### config.mk
export PLATFORM = sky130hd
export DESIGN_NAME = prl_port_rate_limiter
export DESIGN_NICKNAME = d
export VERILOG_FILES = /design/src/logic/prl_pkg.sv /design/src/logic/prl_fifo.sv /design/src/logic/prl_port_rate_limiter.sv
export SDC_FILE = /design/constraint.sdc
export NUM_CORES = 2
export LEC_CHECK = 0
export ABC_AREA = 1
export ABC_CLOCK_PERIOD_IN_PS = 9200
export BUFFER_PORTS_ARGS = -buffer_cell sky130_fd_sc_hd__buf_2
export CAP_MARGIN = 10
export CORE_MARGIN = 10
export CORE_UTILIZATION = 25
export DETAILED_ROUTE_END_ITERATION = 6
export SYNTH_ARGS = -nofsm -noshare
export SYNTH_HDL_FRONTEND = slang
export SYNTH_SLANG_ARGS = --single-unit
### constraint.sdc
create_clock -name clk_sys -period 9.2 [get_ports clk_sys]
set_input_delay 0.46 -clock clk_sys [delete_from_list [all_inputs] [get_ports clk_sys]]
set_output_delay 0.46 -clock clk_sys [all_outputs]
set_load 0.005 [all_outputs]
### src/logic/prl_pkg.sv
// Constants, register map and rate table for the port 2 rate limiter
package prl_pkg;
  // Register offsets (byte addresses)
  localparam logic [15:0] ING_RATE_OFS = 16'h0528;
  localparam logic [15:0] EG_RATE_OFS = 16'h052a;
  localparam logic [15:0] CFG_OFS = 16'h0540;
  localparam logic [15:0] STATUS_OFS = 16'h0542;
  // Reset values
  localparam logic [15:0] ING_RATE_RST = 16'h0000;
  localparam logic [15:0] EG_RATE_RST = 16'h0000;
  localparam logic [4:0] CFG_RST = 5'h10;
  // Rate field p sits at bits p*RATE_FIELD_W upward
  localparam int RATE_FIELD_W = 4;
  localparam int NUM_PRIO = 4;
  // Configuration register fields
  localparam int CFG_PRE_BIT = 0;
  localparam int CFG_IFG_BIT = 1;
  localparam int CFG_MODE_LSB = 2;
  localparam int CFG_MQ_BIT = 4;
  localparam int CFG_W = 5;
  // Ingress limit modes
  localparam logic [1:0] MODE_ALL = 2'h0;
  localparam logic [1:0] MODE_BMF = 2'h1;
  localparam logic [1:0] MODE_BM = 2'h2;
  localparam logic [1:0] MODE_B = 2'h3;
  // Framing overhead in bytes
  localparam int IFG_BYTES = 12;
  localparam int PREAMBLE_BYTES = 8;
  // Timing: credit unit is 1e-5 bit per kbps per clock
  localparam int CLK_HZ = 100_000_000;
  localparam int CHARGE_PER_BYTE = 8 * (CLK_HZ / 1000);
  localparam int BURST_BYTES = 2048;
  localparam int CRED_W = 34;
  localparam logic signed [CRED_W-1:0] CRED_CAP = CRED_W'(BURST_BYTES * CHARGE_PER_BYTE);
  localparam logic [3:0] SPEED10_MAX_CODE = 4'h8;
  localparam int KBPS_W = 17;

  // Rate code to kbps; zero means no limit
  function automatic logic [KBPS_W-1:0] prl_rate_kbps(input logic [3:0] code, input logic speed_10m);
    logic [KBPS_W-1:0] k;
    k = '0;
    case (code)
      4'h1: k = 17'd64;
      4'h2: k = 17'd128;
      4'h3: k = 17'd256;
      4'h4: k = 17'd512;
      4'h5: k = 17'd1000;
      4'h6: k = 17'd2000;
      4'h7: k = 17'd4000;
      4'h8: k = 17'd8000;
      4'h9: k = 17'd16000;
      4'ha: k = 17'd32000;
      4'hb: k = 17'd48000;
      4'hc: k = 17'd64000;
      4'hd: k = 17'd72000;
      4'he: k = 17'd80000;
      4'hf: k = 17'd88000;
      default: k = '0;
    endcase
    if (speed_10m && code > SPEED10_MAX_CODE) begin
      k = '0;
    end
    return k;
  endfunction : prl_rate_kbps
endpackage : prl_pkg

### src/logic/prl_fifo.sv
// Small flip-flop FIFO with valid/ready on both sides
module prl_fifo #(
  parameter int WIDTH = 13,
  parameter int DEPTH = 8
) (
  input wire logic clk_sys,
  input wire logic resetn,
  input wire logic in_valid,
  output logic in_ready,
  input wire logic [WIDTH-1:0] in_data,
  output logic out_valid,
  input wire logic out_ready,
  output logic [WIDTH-1:0] out_data
);
  localparam int PW = (DEPTH > 1) ? $clog2(DEPTH) : 1;
  localparam int CW = $clog2(DEPTH + 1);
  localparam logic [PW-1:0] LAST = PW'(DEPTH - 1);
  localparam logic [CW-1:0] FULLC = CW'(DEPTH);

  logic [WIDTH-1:0] mem_reg [DEPTH];
  logic [WIDTH-1:0] mem_next [DEPTH];
  logic [PW-1:0] wr_reg, wr_next, rd_reg, rd_next;
  logic [CW-1:0] cnt_reg, cnt_next;
  logic room_reg, room_next, empty_reg, empty_next;
  logic push, pop;

  assign in_ready = room_reg; // Ready straight from a flop
  assign out_valid = !empty_reg;
  assign out_data = mem_reg[rd_reg];
  assign push = in_valid && room_reg;
  assign pop = out_ready && !empty_reg;

  // Next pointers, count and flags
  always_comb begin
    mem_next = mem_reg;
    wr_next = wr_reg;
    rd_next = rd_reg;
    cnt_next = cnt_reg;
    if (push) begin
      mem_next[wr_reg] = in_data;
      wr_next = (wr_reg == LAST) ? '0 : wr_reg + 1'b1;
    end
    if (pop) begin
      rd_next = (rd_reg == LAST) ? '0 : rd_reg + 1'b1;
    end
    if (push && !pop) begin
      cnt_next = cnt_reg + 1'b1;
    end else if (pop && !push) begin
      cnt_next = cnt_reg - 1'b1;
    end
    room_next = (cnt_next != FULLC);
    empty_next = (cnt_next == '0);
  end

  // State registers
  always_ff @(posedge clk_sys or negedge resetn) begin
    if (!resetn) begin
      for (int i = 0; i < DEPTH; i++) begin
        mem_reg[i] <= '0;
      end
      wr_reg <= '0;
      rd_reg <= '0;
      cnt_reg <= '0;
      room_reg <= 1'b1;
      empty_reg <= 1'b1;
    end else begin
      mem_reg <= mem_next;
      wr_reg <= wr_next;
      rd_reg <= rd_next;
      cnt_reg <= cnt_next;
      room_reg <= room_next;
      empty_reg <= empty_next;
    end
  end

  never_overfill_a: assert property (@(posedge clk_sys) disable iff (!resetn) cnt_reg <= FULLC)
    else $error("fifo count above depth");
endmodule : prl_fifo

### src/logic/prl_port_rate_limiter.sv
// Port 2 ingress policing and egress shaping per priority
// Behaviour
// - Police priority 3 ingress with bits 15:12
// - Police priority 2 ingress with bits 11:8
// - Police priority 1 ingress with bits 7:4
// - Police priority 0 ingress with bits 3:0
// - Code zero means unlimited, reset value
// - Nonzero codes map to fixed rate table
// - At 10 Mbps, codes above 10M unlimited
// - Shape priority 3 egress with bits 15:12
// - Shape priority 2 egress with bits 11:8
// - Egress holds frames back, never drops
// - Single queue: only priority 0 egress field applies
// - Shape priority 1 egress with bits 7:4
// - Shape priority 0 egress with bits 3:0
// - Limit mode selects which ingress frames count
module prl_port_rate_limiter
  import prl_pkg::*;
#(
  parameter int LEN_W = 11,
  parameter int FIFO_DEPTH = 8
) (
  input wire logic clk_sys,
  input wire logic resetn,
  input wire logic [15:0] reg_addr,
  input wire logic [15:0] reg_wdata,
  input wire logic reg_wr,
  input wire logic reg_rd,
  output logic [15:0] reg_rdata,
  input wire logic speed_10m,
  input wire logic rx_frm_valid,
  input wire logic [LEN_W-1:0] rx_frm_len,
  input wire logic [1:0] rx_frm_prio,
  input wire logic rx_frm_bcast,
  input wire logic rx_frm_mcast,
  input wire logic rx_frm_flood,
  output logic rx_dec_valid,
  output logic rx_dec_drop,
  input wire logic tx_in_valid,
  output logic tx_in_ready,
  input wire logic [LEN_W-1:0] tx_in_len,
  input wire logic [1:0] tx_in_prio,
  output logic tx_out_valid,
  input wire logic tx_out_ready,
  output logic [LEN_W-1:0] tx_out_len,
  output logic [1:0] tx_out_prio
);
  localparam int DW = LEN_W + 2;

  // Software-visible state
  logic [15:0] port2_ingress_rate_ctrl_reg, port2_ingress_rate_ctrl_next;
  logic [15:0] port2_egress_rate_ctrl_reg, port2_egress_rate_ctrl_next;
  logic [CFG_W-1:0] cfg_reg, cfg_next;
  logic [15:0] rdata_reg, rdata_next;
  // Frame path state
  logic rx_dec_valid_reg, rx_dec_valid_next, rx_dec_drop_reg, rx_dec_drop_next;
  logic tx_out_valid_reg, tx_out_valid_next;
  logic [LEN_W-1:0] tx_out_len_reg, tx_out_len_next;
  logic [1:0] tx_out_prio_reg, tx_out_prio_next;
  logic signed [CRED_W-1:0] ing_cred_reg [NUM_PRIO];
  logic signed [CRED_W-1:0] ing_cred_next [NUM_PRIO];
  logic signed [CRED_W-1:0] eg_cred_reg [NUM_PRIO];
  logic signed [CRED_W-1:0] eg_cred_next [NUM_PRIO];
  // Combinational helpers
  logic [KBPS_W-1:0] ing_kbps [NUM_PRIO];
  logic [KBPS_W-1:0] eg_kbps [NUM_PRIO];
  logic [NUM_PRIO-1:0] ing_charge, eg_charge, eg_ok;
  logic rx_counted, rx_limited, rx_drop, fifo_valid, fifo_pop, multi_q;
  logic [DW-1:0] fifo_data;
  logic [1:0] mode, eg_sel_prio;
  logic [LEN_W-1:0] fifo_len;
  logic [15:0] status;
  logic [31:0] rx_cost, tx_cost;

  assign mode = cfg_reg[CFG_MODE_LSB +: 2];
  assign multi_q = cfg_reg[CFG_MQ_BIT];
  assign fifo_len = fifo_data[LEN_W-1:0];

  // Credit charged per frame: bytes including optional overhead, times CHARGE_PER_BYTE
  function automatic logic [31:0] frame_cost(input logic [LEN_W-1:0] len, input logic [CFG_W-1:0] cfg);
    logic [31:0] b;
    b = 32'(len);
    if (cfg[CFG_IFG_BIT]) begin
      b = b + 32'(IFG_BYTES);
    end
    if (cfg[CFG_PRE_BIT]) begin
      b = b + 32'(PREAMBLE_BYTES);
    end
    return b * 32'(CHARGE_PER_BYTE);
  endfunction : frame_cost

  assign rx_cost = frame_cost(rx_frm_len, cfg_reg);
  assign tx_cost = frame_cost(fifo_len, cfg_reg);

  // Which ingress frames are subject to the limit
  always_comb begin
    case (mode)
      MODE_ALL: rx_counted = 1'b1;
      MODE_BMF: rx_counted = rx_frm_bcast || rx_frm_mcast || rx_frm_flood;
      MODE_BM: rx_counted = rx_frm_bcast || rx_frm_mcast;
      MODE_B: rx_counted = rx_frm_bcast;
      default: rx_counted = 1'b1;
    endcase
  end

  // Ingress verdict: drop once the bucket is spent
  assign rx_limited = rx_counted && (ing_kbps[rx_frm_prio] != '0);
  assign rx_drop = rx_limited && ing_cred_reg[rx_frm_prio][CRED_W-1];

  // Egress queue selection; one queue maps all traffic to priority 0
  assign eg_sel_prio = multi_q ? fifo_data[DW-1 -: 2] : 2'h0;
  assign fifo_pop = fifo_valid && (!tx_out_valid_reg || tx_out_ready) && eg_ok[eg_sel_prio];

  // Per-priority credit buckets
  genvar p;
  generate
    for (p = 0; p < NUM_PRIO; p++) begin : g_prio
      assign ing_kbps[p] = prl_rate_kbps(port2_ingress_rate_ctrl_reg[p*RATE_FIELD_W +: RATE_FIELD_W],
        speed_10m);
      assign eg_kbps[p] = prl_rate_kbps(port2_egress_rate_ctrl_reg[p*RATE_FIELD_W +: RATE_FIELD_W], speed_10m);
      assign eg_ok[p] = (eg_kbps[p] == '0) || !eg_cred_reg[p][CRED_W-1];
      assign ing_charge[p] = rx_frm_valid && (rx_frm_prio == p) && rx_limited && !rx_drop;
      assign eg_charge[p] = fifo_pop && (eg_sel_prio == p);

      // Refill at the selected rate, charge accepted frames, clamp at cap
      always_comb begin
        ing_cred_next[p] = ing_cred_reg[p] + $signed({{(CRED_W-KBPS_W){1'b0}}, ing_kbps[p]});
        if (ing_cred_next[p] > CRED_CAP || ing_kbps[p] == '0) begin
          ing_cred_next[p] = CRED_CAP;
        end
        if (ing_charge[p]) begin
          ing_cred_next[p] = ing_cred_next[p] - $signed({2'b00, rx_cost});
        end
        eg_cred_next[p] = eg_cred_reg[p] + $signed({{(CRED_W-KBPS_W){1'b0}}, eg_kbps[p]});
        if (eg_cred_next[p] > CRED_CAP || eg_kbps[p] == '0) begin
          eg_cred_next[p] = CRED_CAP;
        end
        if (eg_charge[p] && eg_kbps[p] != '0) begin
          eg_cred_next[p] = eg_cred_next[p] - $signed({2'b00, tx_cost});
        end
      end

      always_ff @(posedge clk_sys or negedge resetn) begin
        if (!resetn) begin
          ing_cred_reg[p] <= CRED_CAP;
          eg_cred_reg[p] <= CRED_CAP;
        end else begin
          ing_cred_reg[p] <= ing_cred_next[p];
          eg_cred_reg[p] <= eg_cred_next[p];
        end
      end

      cred_capped_a: assert property (@(posedge clk_sys) disable iff (!resetn)
        ing_cred_reg[p] <= CRED_CAP && eg_cred_reg[p] <= CRED_CAP)
        else $error("credit above cap");

      // Charging a frame must spend credit
      ing_spend_a: assert property (@(posedge clk_sys) disable iff (!resetn)
        ing_charge[p] && rx_cost > 32'(ing_kbps[p]) |=> ing_cred_reg[p] < $past(ing_cred_reg[p]))
        else $error("ingress charge not spent");
      eg_spend_a: assert property (@(posedge clk_sys) disable iff (!resetn)
        eg_charge[p] && eg_kbps[p] != '0 && tx_cost > 32'(eg_kbps[p]) |=> eg_cred_reg[p] < $past(eg_cred_reg[p]))
        else $error("egress charge not spent");
    end
  endgenerate

  // Live status: bit p ingress spent, bit 4+p egress spent, bit 8 fifo full
  assign status = {7'h00, !tx_in_ready,
    eg_cred_reg[3][CRED_W-1], eg_cred_reg[2][CRED_W-1], eg_cred_reg[1][CRED_W-1], eg_cred_reg[0][CRED_W-1],
    ing_cred_reg[3][CRED_W-1], ing_cred_reg[2][CRED_W-1], ing_cred_reg[1][CRED_W-1], ing_cred_reg[0][CRED_W-1]};

  // Register writes and one-cycle read data
  always_comb begin
    port2_ingress_rate_ctrl_next = port2_ingress_rate_ctrl_reg;
    port2_egress_rate_ctrl_next = port2_egress_rate_ctrl_reg;
    cfg_next = cfg_reg;
    rdata_next = '0;
    if (reg_wr) begin
      case (reg_addr)
        ING_RATE_OFS: port2_ingress_rate_ctrl_next = reg_wdata;
        EG_RATE_OFS: port2_egress_rate_ctrl_next = reg_wdata;
        CFG_OFS: cfg_next = reg_wdata[CFG_W-1:0];
        default: cfg_next = cfg_reg;
      endcase
    end
    if (reg_rd) begin
      case (reg_addr)
        ING_RATE_OFS: rdata_next = port2_ingress_rate_ctrl_reg;
        EG_RATE_OFS: rdata_next = port2_egress_rate_ctrl_reg;
        CFG_OFS: rdata_next = {{(16-CFG_W){1'b0}}, cfg_reg};
        STATUS_OFS: rdata_next = status;
        default: rdata_next = '0;
      endcase
    end
  end

  // Frame path next state
  always_comb begin
    rx_dec_valid_next = rx_frm_valid;
    rx_dec_drop_next = rx_frm_valid && rx_drop;
    tx_out_valid_next = tx_out_valid_reg && !tx_out_ready;
    tx_out_len_next = tx_out_len_reg;
    tx_out_prio_next = tx_out_prio_reg;
    if (fifo_pop) begin
      tx_out_valid_next = 1'b1;
      tx_out_len_next = fifo_len;
      tx_out_prio_next = fifo_data[DW-1 -: 2];
    end
  end

  // Registers of the top level other than the credit buckets
  always_ff @(posedge clk_sys or negedge resetn) begin
    if (!resetn) begin
      port2_ingress_rate_ctrl_reg <= ING_RATE_RST;
      port2_egress_rate_ctrl_reg <= EG_RATE_RST;
      cfg_reg <= CFG_RST;
      rdata_reg <= '0;
      rx_dec_valid_reg <= 1'b0;
      rx_dec_drop_reg <= 1'b0;
      tx_out_valid_reg <= 1'b0;
      tx_out_len_reg <= '0;
      tx_out_prio_reg <= '0;
    end else begin
      port2_ingress_rate_ctrl_reg <= port2_ingress_rate_ctrl_next;
      port2_egress_rate_ctrl_reg <= port2_egress_rate_ctrl_next;
      cfg_reg <= cfg_next;
      rdata_reg <= rdata_next;
      rx_dec_valid_reg <= rx_dec_valid_next;
      rx_dec_drop_reg <= rx_dec_drop_next;
      tx_out_valid_reg <= tx_out_valid_next;
      tx_out_len_reg <= tx_out_len_next;
      tx_out_prio_reg <= tx_out_prio_next;
    end
  end

  assign reg_rdata = rdata_reg;
  assign rx_dec_valid = rx_dec_valid_reg;
  assign rx_dec_drop = rx_dec_drop_reg;
  assign tx_out_valid = tx_out_valid_reg;
  assign tx_out_len = tx_out_len_reg;
  assign tx_out_prio = tx_out_prio_reg;

  // Egress descriptor buffer
  prl_fifo #(
    .WIDTH(DW),
    .DEPTH(FIFO_DEPTH)
  ) u_fifo (
    .clk_sys(clk_sys),
    .resetn(resetn),
    .in_valid(tx_in_valid),
    .in_ready(tx_in_ready),
    .in_data({tx_in_prio, tx_in_len}),
    .out_valid(fifo_valid),
    .out_ready(fifo_pop),
    .out_data(fifo_data)
  );

  spent_drops_a: assert property (@(posedge clk_sys) disable iff (!resetn)
    rx_frm_valid && rx_limited && ing_cred_reg[rx_frm_prio] < 0 |=> rx_dec_valid && rx_dec_drop)
    else $error("spent bucket did not drop");
  unlimited_pass_a: assert property (@(posedge clk_sys) disable iff (!resetn)
    rx_frm_valid && ing_kbps[rx_frm_prio] == '0 |=> rx_dec_valid && !rx_dec_drop)
    else $error("unlimited frame dropped");
  mode_exempt_a: assert property (@(posedge clk_sys) disable iff (!resetn)
    rx_frm_valid && !rx_counted |=> !rx_dec_drop)
    else $error("uncounted frame dropped");
  speed_ten_a: assert property (@(posedge clk_sys) disable iff (!resetn)
    speed_10m && port2_ingress_rate_ctrl_reg[3:0] > SPEED10_MAX_CODE |-> ing_kbps[0] == '0)
    else $error("fast code limited at 10M");
  single_queue_a: assert property (@(posedge clk_sys) disable iff (!resetn)
    !multi_q && fifo_pop |-> eg_sel_prio == 2'h0 && eg_ok[0])
    else $error("single queue used other field");
  shape_hold_a: assert property (@(posedge clk_sys) disable iff (!resetn)
    fifo_valid && !eg_ok[eg_sel_prio] |=> fifo_valid && fifo_data == $past(fifo_data))
    else $error("held frame lost");
  out_stall_a: assert property (@(posedge clk_sys) disable iff (!resetn)
    tx_out_valid && !tx_out_ready |=> tx_out_valid && $stable(tx_out_len) && $stable(tx_out_prio))
    else $error("output dropped under stall");
  read_one_a: assert property (@(posedge clk_sys) disable iff (!resetn)
    reg_rd && reg_addr == ING_RATE_OFS |=> reg_rdata == $past(port2_ingress_rate_ctrl_reg) ##1 reg_rdata == '0
      || $past(reg_rd))
    else $error("read data wrong");

  // Verdict, egress output and register checks
  pass_credit_a: assert property (@(posedge clk_sys) disable iff (!resetn)
    rx_frm_valid && !ing_cred_reg[rx_frm_prio][CRED_W-1] |=> rx_dec_valid && !rx_dec_drop)
    else $error("frame with credit dropped");
  verdict_idle_a: assert property (@(posedge clk_sys) disable iff (!resetn)
    !rx_frm_valid |=> !rx_dec_valid && !rx_dec_drop)
    else $error("verdict without frame");
  bcast_counted_a: assert property (@(posedge clk_sys) disable iff (!resetn)
    rx_frm_valid && rx_frm_bcast |-> rx_counted)
    else $error("broadcast frame not counted");
  out_taken_a: assert property (@(posedge clk_sys) disable iff (!resetn)
    tx_out_valid && tx_out_ready && !fifo_pop |=> !tx_out_valid)
    else $error("taken output still valid");
  wr_ingress_a: assert property (@(posedge clk_sys) disable iff (!resetn)
    reg_wr && reg_addr == ING_RATE_OFS |=> port2_ingress_rate_ctrl_reg == $past(reg_wdata))
    else $error("ingress write lost");
  wr_egress_a: assert property (@(posedge clk_sys) disable iff (!resetn)
    reg_wr && reg_addr == EG_RATE_OFS |=> port2_egress_rate_ctrl_reg == $past(reg_wdata))
    else $error("egress write lost");
  read_egress_a: assert property (@(posedge clk_sys) disable iff (!resetn)
    reg_rd && reg_addr == EG_RATE_OFS |=> reg_rdata == $past(port2_egress_rate_ctrl_reg))
    else $error("egress read wrong");
endmodule : prl_port_rate_limiter

* Word-level counts from Yosys, hierarchy flattened
Memories as Yosys holds them, arrays and structs flattened. Cells that the tools add are included.
Word-level totals: bits in registers 457, bits in read-only memories 1792, input bits 69, memories 8
Cells by class: $add $sub $neg 24, $mul 2, $lt $le $gt $ge 21, eq/ne operators 16, mux-type cells 51, bitwise gates (word level) 3, reduce and logical (&&, ||, !) cells 85
Memories:
- (name not given) | depth 16, width 14, rd ports 1, clocked after memory_dff 0, wr ports 0, line prl_pkg.sv:42 | case (code)
- (name not given) | depth 16, width 14, rd ports 1, clocked after memory_dff 0, wr ports 0, line prl_pkg.sv:42
- (name not given) | depth 16, width 14, rd ports 1, clocked after memory_dff 0, wr ports 0, line prl_pkg.sv:42
- (name not given) | depth 16, width 14, rd ports 1, clocked after memory_dff 0, wr ports 0, line prl_pkg.sv:42
- (name not given) | depth 16, width 14, rd ports 1, clocked after memory_dff 0, wr ports 0, line prl_pkg.sv:42
- (name not given) | depth 16, width 14, rd ports 1, clocked after memory_dff 0, wr ports 0, line prl_pkg.sv:42
- 2 more memories
Operators by type and width (number):
- 34-bit two-way mux | 18
- 34-bit by 18-bit adder with 34-bit output | 8
- 34-bit by 32-bit > comparator with 1-bit output (second input constant) | 8
- 34-bit by 33-bit subtractor with 34-bit output | 8
- 17-bit two-way mux | 10
- 17-bit logical NOT | 8
- 104-bit bitwise mux | 1
- 17-bit nonzero test | 5
- 34-bit binary-select mux with 2-bit select | 1
- 32-bit by 4-bit adder with 32-bit output (second input constant) | 2
- 16-bit by 11-bit equality test with 1-bit output (second input constant) | 4
- 32-bit by 12-bit multiplier with 24-bit output (second input constant) | 2
- 32-bit two-way mux | 2
- 16-bit case mux with 4 select lines | 1
- 13-bit binary-select mux with 3-bit select | 1
- 13-bit demux with 3-bit select | 1
- 1-bit logical AND | 39
- 13-bit two-way mux | 3
- 17-bit binary-select mux with 2-bit select | 1
- 4-bit > comparator (second input constant) | 8
- 11-bit by 4-bit adder with 12-bit output (second input constant) | 2
- 12-bit two-way mux | 2
- 16-bit two-way mux | 1
- 1-bit logical OR | 15
- other kinds (23) | 51

* Logic depth before layout (Yosys ltp)
depth in word-level cells 13, gate-level depth with buffers 54

* Cells and area by module
From an unflattened synthesis, not the netlist that was laid out.
Unflattened totals: cell total of the unflattened synthesis 7334, area total of the unflattened synthesis 48360.1 sq um
By module, submodules not included:
- prl_port_rate_limiter | instances 1, cells an instance 6674, area an instance 42788.5 sq um, seq. area each 7993.9 sq um
- prl_fifo | instances 1, cells an instance 660, area an instance 5571.6 sq um, seq. area each 2905.3 sq um

* Worst setup path after synthesis
OpenSTA, ideal clock, no wires.
path type register to register, start point register u_fifo.rd_reg[0], end point register eg_cred_reg[130] (netlist name), data arrival time 7590 ps, required time 9068 ps, slack 1478 ps, stages on the path, launching flop included 42, period minus slack after synthesis 7722 ps, cells stage by stage dfrtp_1 -> buf_2 -> clkinv_1 -> buf_2 -> nor2_1 -> o22ai_1 -> inv_1 -> o21ai_0 -> inv_1 -> ha_1 -> o21ai_0 -> ha_1 -> nand2_1 -> nor2_1 -> inv_1 -> nor2_1 -> nand2_1 -> nor2_1 -> [... 6 more ...] -> inv_1 -> fa_1 -> inv_1 -> fa_1 -> inv_1 -> ha_1 -> nand2_1 -> o31ai_1 -> xnor2_1 -> ha_1 -> nand2_1 -> o31ai_1 -> nand3_1 -> nand2_1 -> nand2_1 -> nand2_1 -> xor2_1 -> o21ai_1
RTL lines:
- start, declared | line prl_fifo.sv:22 | logic [PW-1:0] wr_reg, wr_next, rd_reg, rd_next;
- start signal, assigned | line prl_fifo.sv:69 | rd_reg <= rd_next;
- end signal, assigned by index | line prl_port_rate_limiter.sv:149 | eg_cred_reg[p] <= eg_cred_next[p];
- end, declared | line prl_port_rate_limiter.sv:62 | logic signed [CRED_W-1:0] eg_cred_reg [NUM_PRIO];

==> metrics <==
status=complete, no violations; die height=452 microns; Post-synth EDFFs=0; htree depth=2; Skew-Pair Late Insertion Delay=0.69 ns; register area=10,900 sq um; FMAX=118 MHz; most common flop cell mapped by yosys=dfrtp_1; Synth Warn #=0; crit end category=flip-flop; share of the synthesized area in the top cell type=20.5%; die area=204,000 sq um; multi-input logic area=31,500 sq um; Root Driver=clkbuf_16; CP top delay family=adder cells; Avg Cell Area, Syn=6.83 sq um; drt pass-1 iters=6; Slew Viols, Final=0; Synth Cell Area=46,700 sq um; RSZ-0062 raised after global routing=false; area leader, netlist=dfrtp_1; slowest stage cell, crit path=xnor2_1; final net count=7,605; grt total ovfl=0; clock buffer depth=3; # setup viols final=0; sequential fraction of the synthesis area=23.4%; via count=44,500; type of origin of the critical path=flip-flop; gp weighted congestion=0.926; synth-to-layout area growth=11.4%; CTS tree=done; drt wl/cell=16.0 microns; Yosys reg bits=433; antenna violations before repair=8; FFs w/ async S/R, synth=100%; Max Cap Viol=0; Mapped Cells=6,827; DR DRC count=0; crit-path max cell delay=0.68 ns; critical setup path kind=flip-flop to flip-flop; slew margin rel.=21.8%; Routed Antenna Nets=0; Worst-path clk slew=0.06 ns; Hold Vio Cnt, Final=0; largest cells by area after synthesis=dfrtp_1, ha_1, nand2_1; final period utilization=92.5%; layout cells sized above 1=7.20%; crit path max fanout=16; initial DRC count=2,735; WP buf/inv=10; Vias/cell=4.72; total routed wirelength=151 mm; Most Frequent Cell on Critical Path=inv_1; Chip Width=452 microns; Distinct cells, synth=76; worst min path class=input pin to flip-flop; worst-margin pin slew=1.17 ns; final hold slack=0.116 ns; worst path arrival time=9.07 ns; Critical Path RT=9.76 ns; Clock Skew=0.0674 ns; Fillers=20,600; clk sinks=433; setup TNS=0 ns; core area=185,000 sq um; # IOs=102; final core occ=28.0%; port bufs=101; CTS Buf Count=55; Setup Fix Bufs, Post-CTS=0; largest net degree at the start of global routing=158; Starting Density=25.2%; number of global-route vias before repair=43,300; GRT Overall Usage=14.2%; Core Rows=158; min Tclk post-route=8.51 ns; first-pass GRT wire length=237 mm; Final HPWL DP=120 mm
## worst paths after layout
| path | from | to | slack [ns] | cells after the start |
|---|---|---|---|---|
| max in group asynchronous | resetn | eg_cred_reg[4] | 6.70 | 4 |
| worst min-delay path | reg_wdata[10] | port2_egress_rate_ctrl_reg[10] | 0.12 | 3 |
| worst max-delay path | u_fifo.rd_reg[1] | eg_cred_reg[66] | 0.69 | 43 |
| worst max register to register | u_fifo.rd_reg[1] | eg_cred_reg[66] | 0.69 | 43 |
| worst min register to register | u_fifo.mem_reg[16] | u_fifo.mem_reg[16] | 0.48 | 2 |
| min in group asynchronous | resetn | rx_dec_valid | 0.35 | 2 |
## layout make-up
cell class                      count  area share [%]
Timing Repair Buffer              154            1.82
Inverter                          983            7.11
Tap cell                         2480            5.97
Antenna cell                        4          0.0193
Multi-Input combinational cell   5290            60.7
Sequential cell                   433            21.0
Clock buffer                       82            3.06
Clock inverter                     17           0.402
## stage by stage
stage | instance area, sq um | instances | worst slack, ns
4_1_cts | 51900 | 9439 | 0.337
3_3_place_gp | 50100 | 9337 | 0.388
3_5_place_dp | 50100 | 9337 | 0.335
5_1_grt | 52000 | 9443 | 0.0294
6_report | 52000 | 9443 | 0.691
2_1_floorplan | 46700 | 6834 | 1.48
## worst min-delay path, stage by stage
cell and delay [ns]:
buf_2 0.14, inv_1 0.07, o21ai_0 0.08
## cells by family after synthesis
kind of cell	after synthesis	share of synthesized area (%)
and+or+nand+nor	3191	29.5
AOI/OAI and AO/OA	1114	13.2
buffers and inverters	1111	9.29
adders and majority gates	619	17.9
DFF	433	23.4
xor gates and xnor gates	356	6.70
muxes	2	0.0429
other	1	0.00804
## layer usage
metal / global-route usage [%] / part of all wire (%) / up-vias
met5: 0 / 0.018 / -
met4: 6.22 / 4.6 / 4
met1: 17.0 / 42 / 20900
met3: 1.46 / 3.6 / 253
li1: - / - / 22500
met2: 25.6 / 49 / 948
## cells in the final DEF, fill, tap and decap left out, drive strengths merged, types with 35 or more instances in the layout
cell type and instances:
a21oi 390, o22ai 42, dfrtp 382, xnor2 157, fa 80, buf 151
nand4 157, nor3 96, xor2 199, o21ai 526, nor2 671, nand3 384
dfstp 51, nand2 1767, nand3b 35, clkbuf 82, ha 539, inv 980
## what timing repair did
item                                   CTS  global route
endpoints found under the hold margin   58             0
setup endpoints to repair                0            43
gates resized for setup                  0            12
hold buffers                             3             0
## synth_stat cells, drive strengths merged (2+ instances only)
master / instances
nand3b: 35
xor2: 199
o21bai: 19
or4: 2
o211ai: 25
fa: 80
a21o: 12
nor4: 32
nand4: 157
and2: 7
o21a: 7
o41ai: 3
xnor2: 157
a311oi: 2
and3: 4
a31o: 6
a221oi: 8
a211oi: 15
clkbuf: 67
nand3: 384
a31oi: 17
o22ai: 42
mux2i: 2
dfrtp: 382
ha: 539
nor2: 671
buf: 61
a21oi: 390
a21boi: 22
o31ai: 10
o21ai: 526
nand2: 1767
or2: 29
o311ai: 2
inv: 976
dfstp: 51
nor3b: 5
nor3: 96
o211a: 3
clkinv: 7
Power is not shown: default switching activity piles up to over one toggle a cycle in this logic, so the estimate is an artifact.
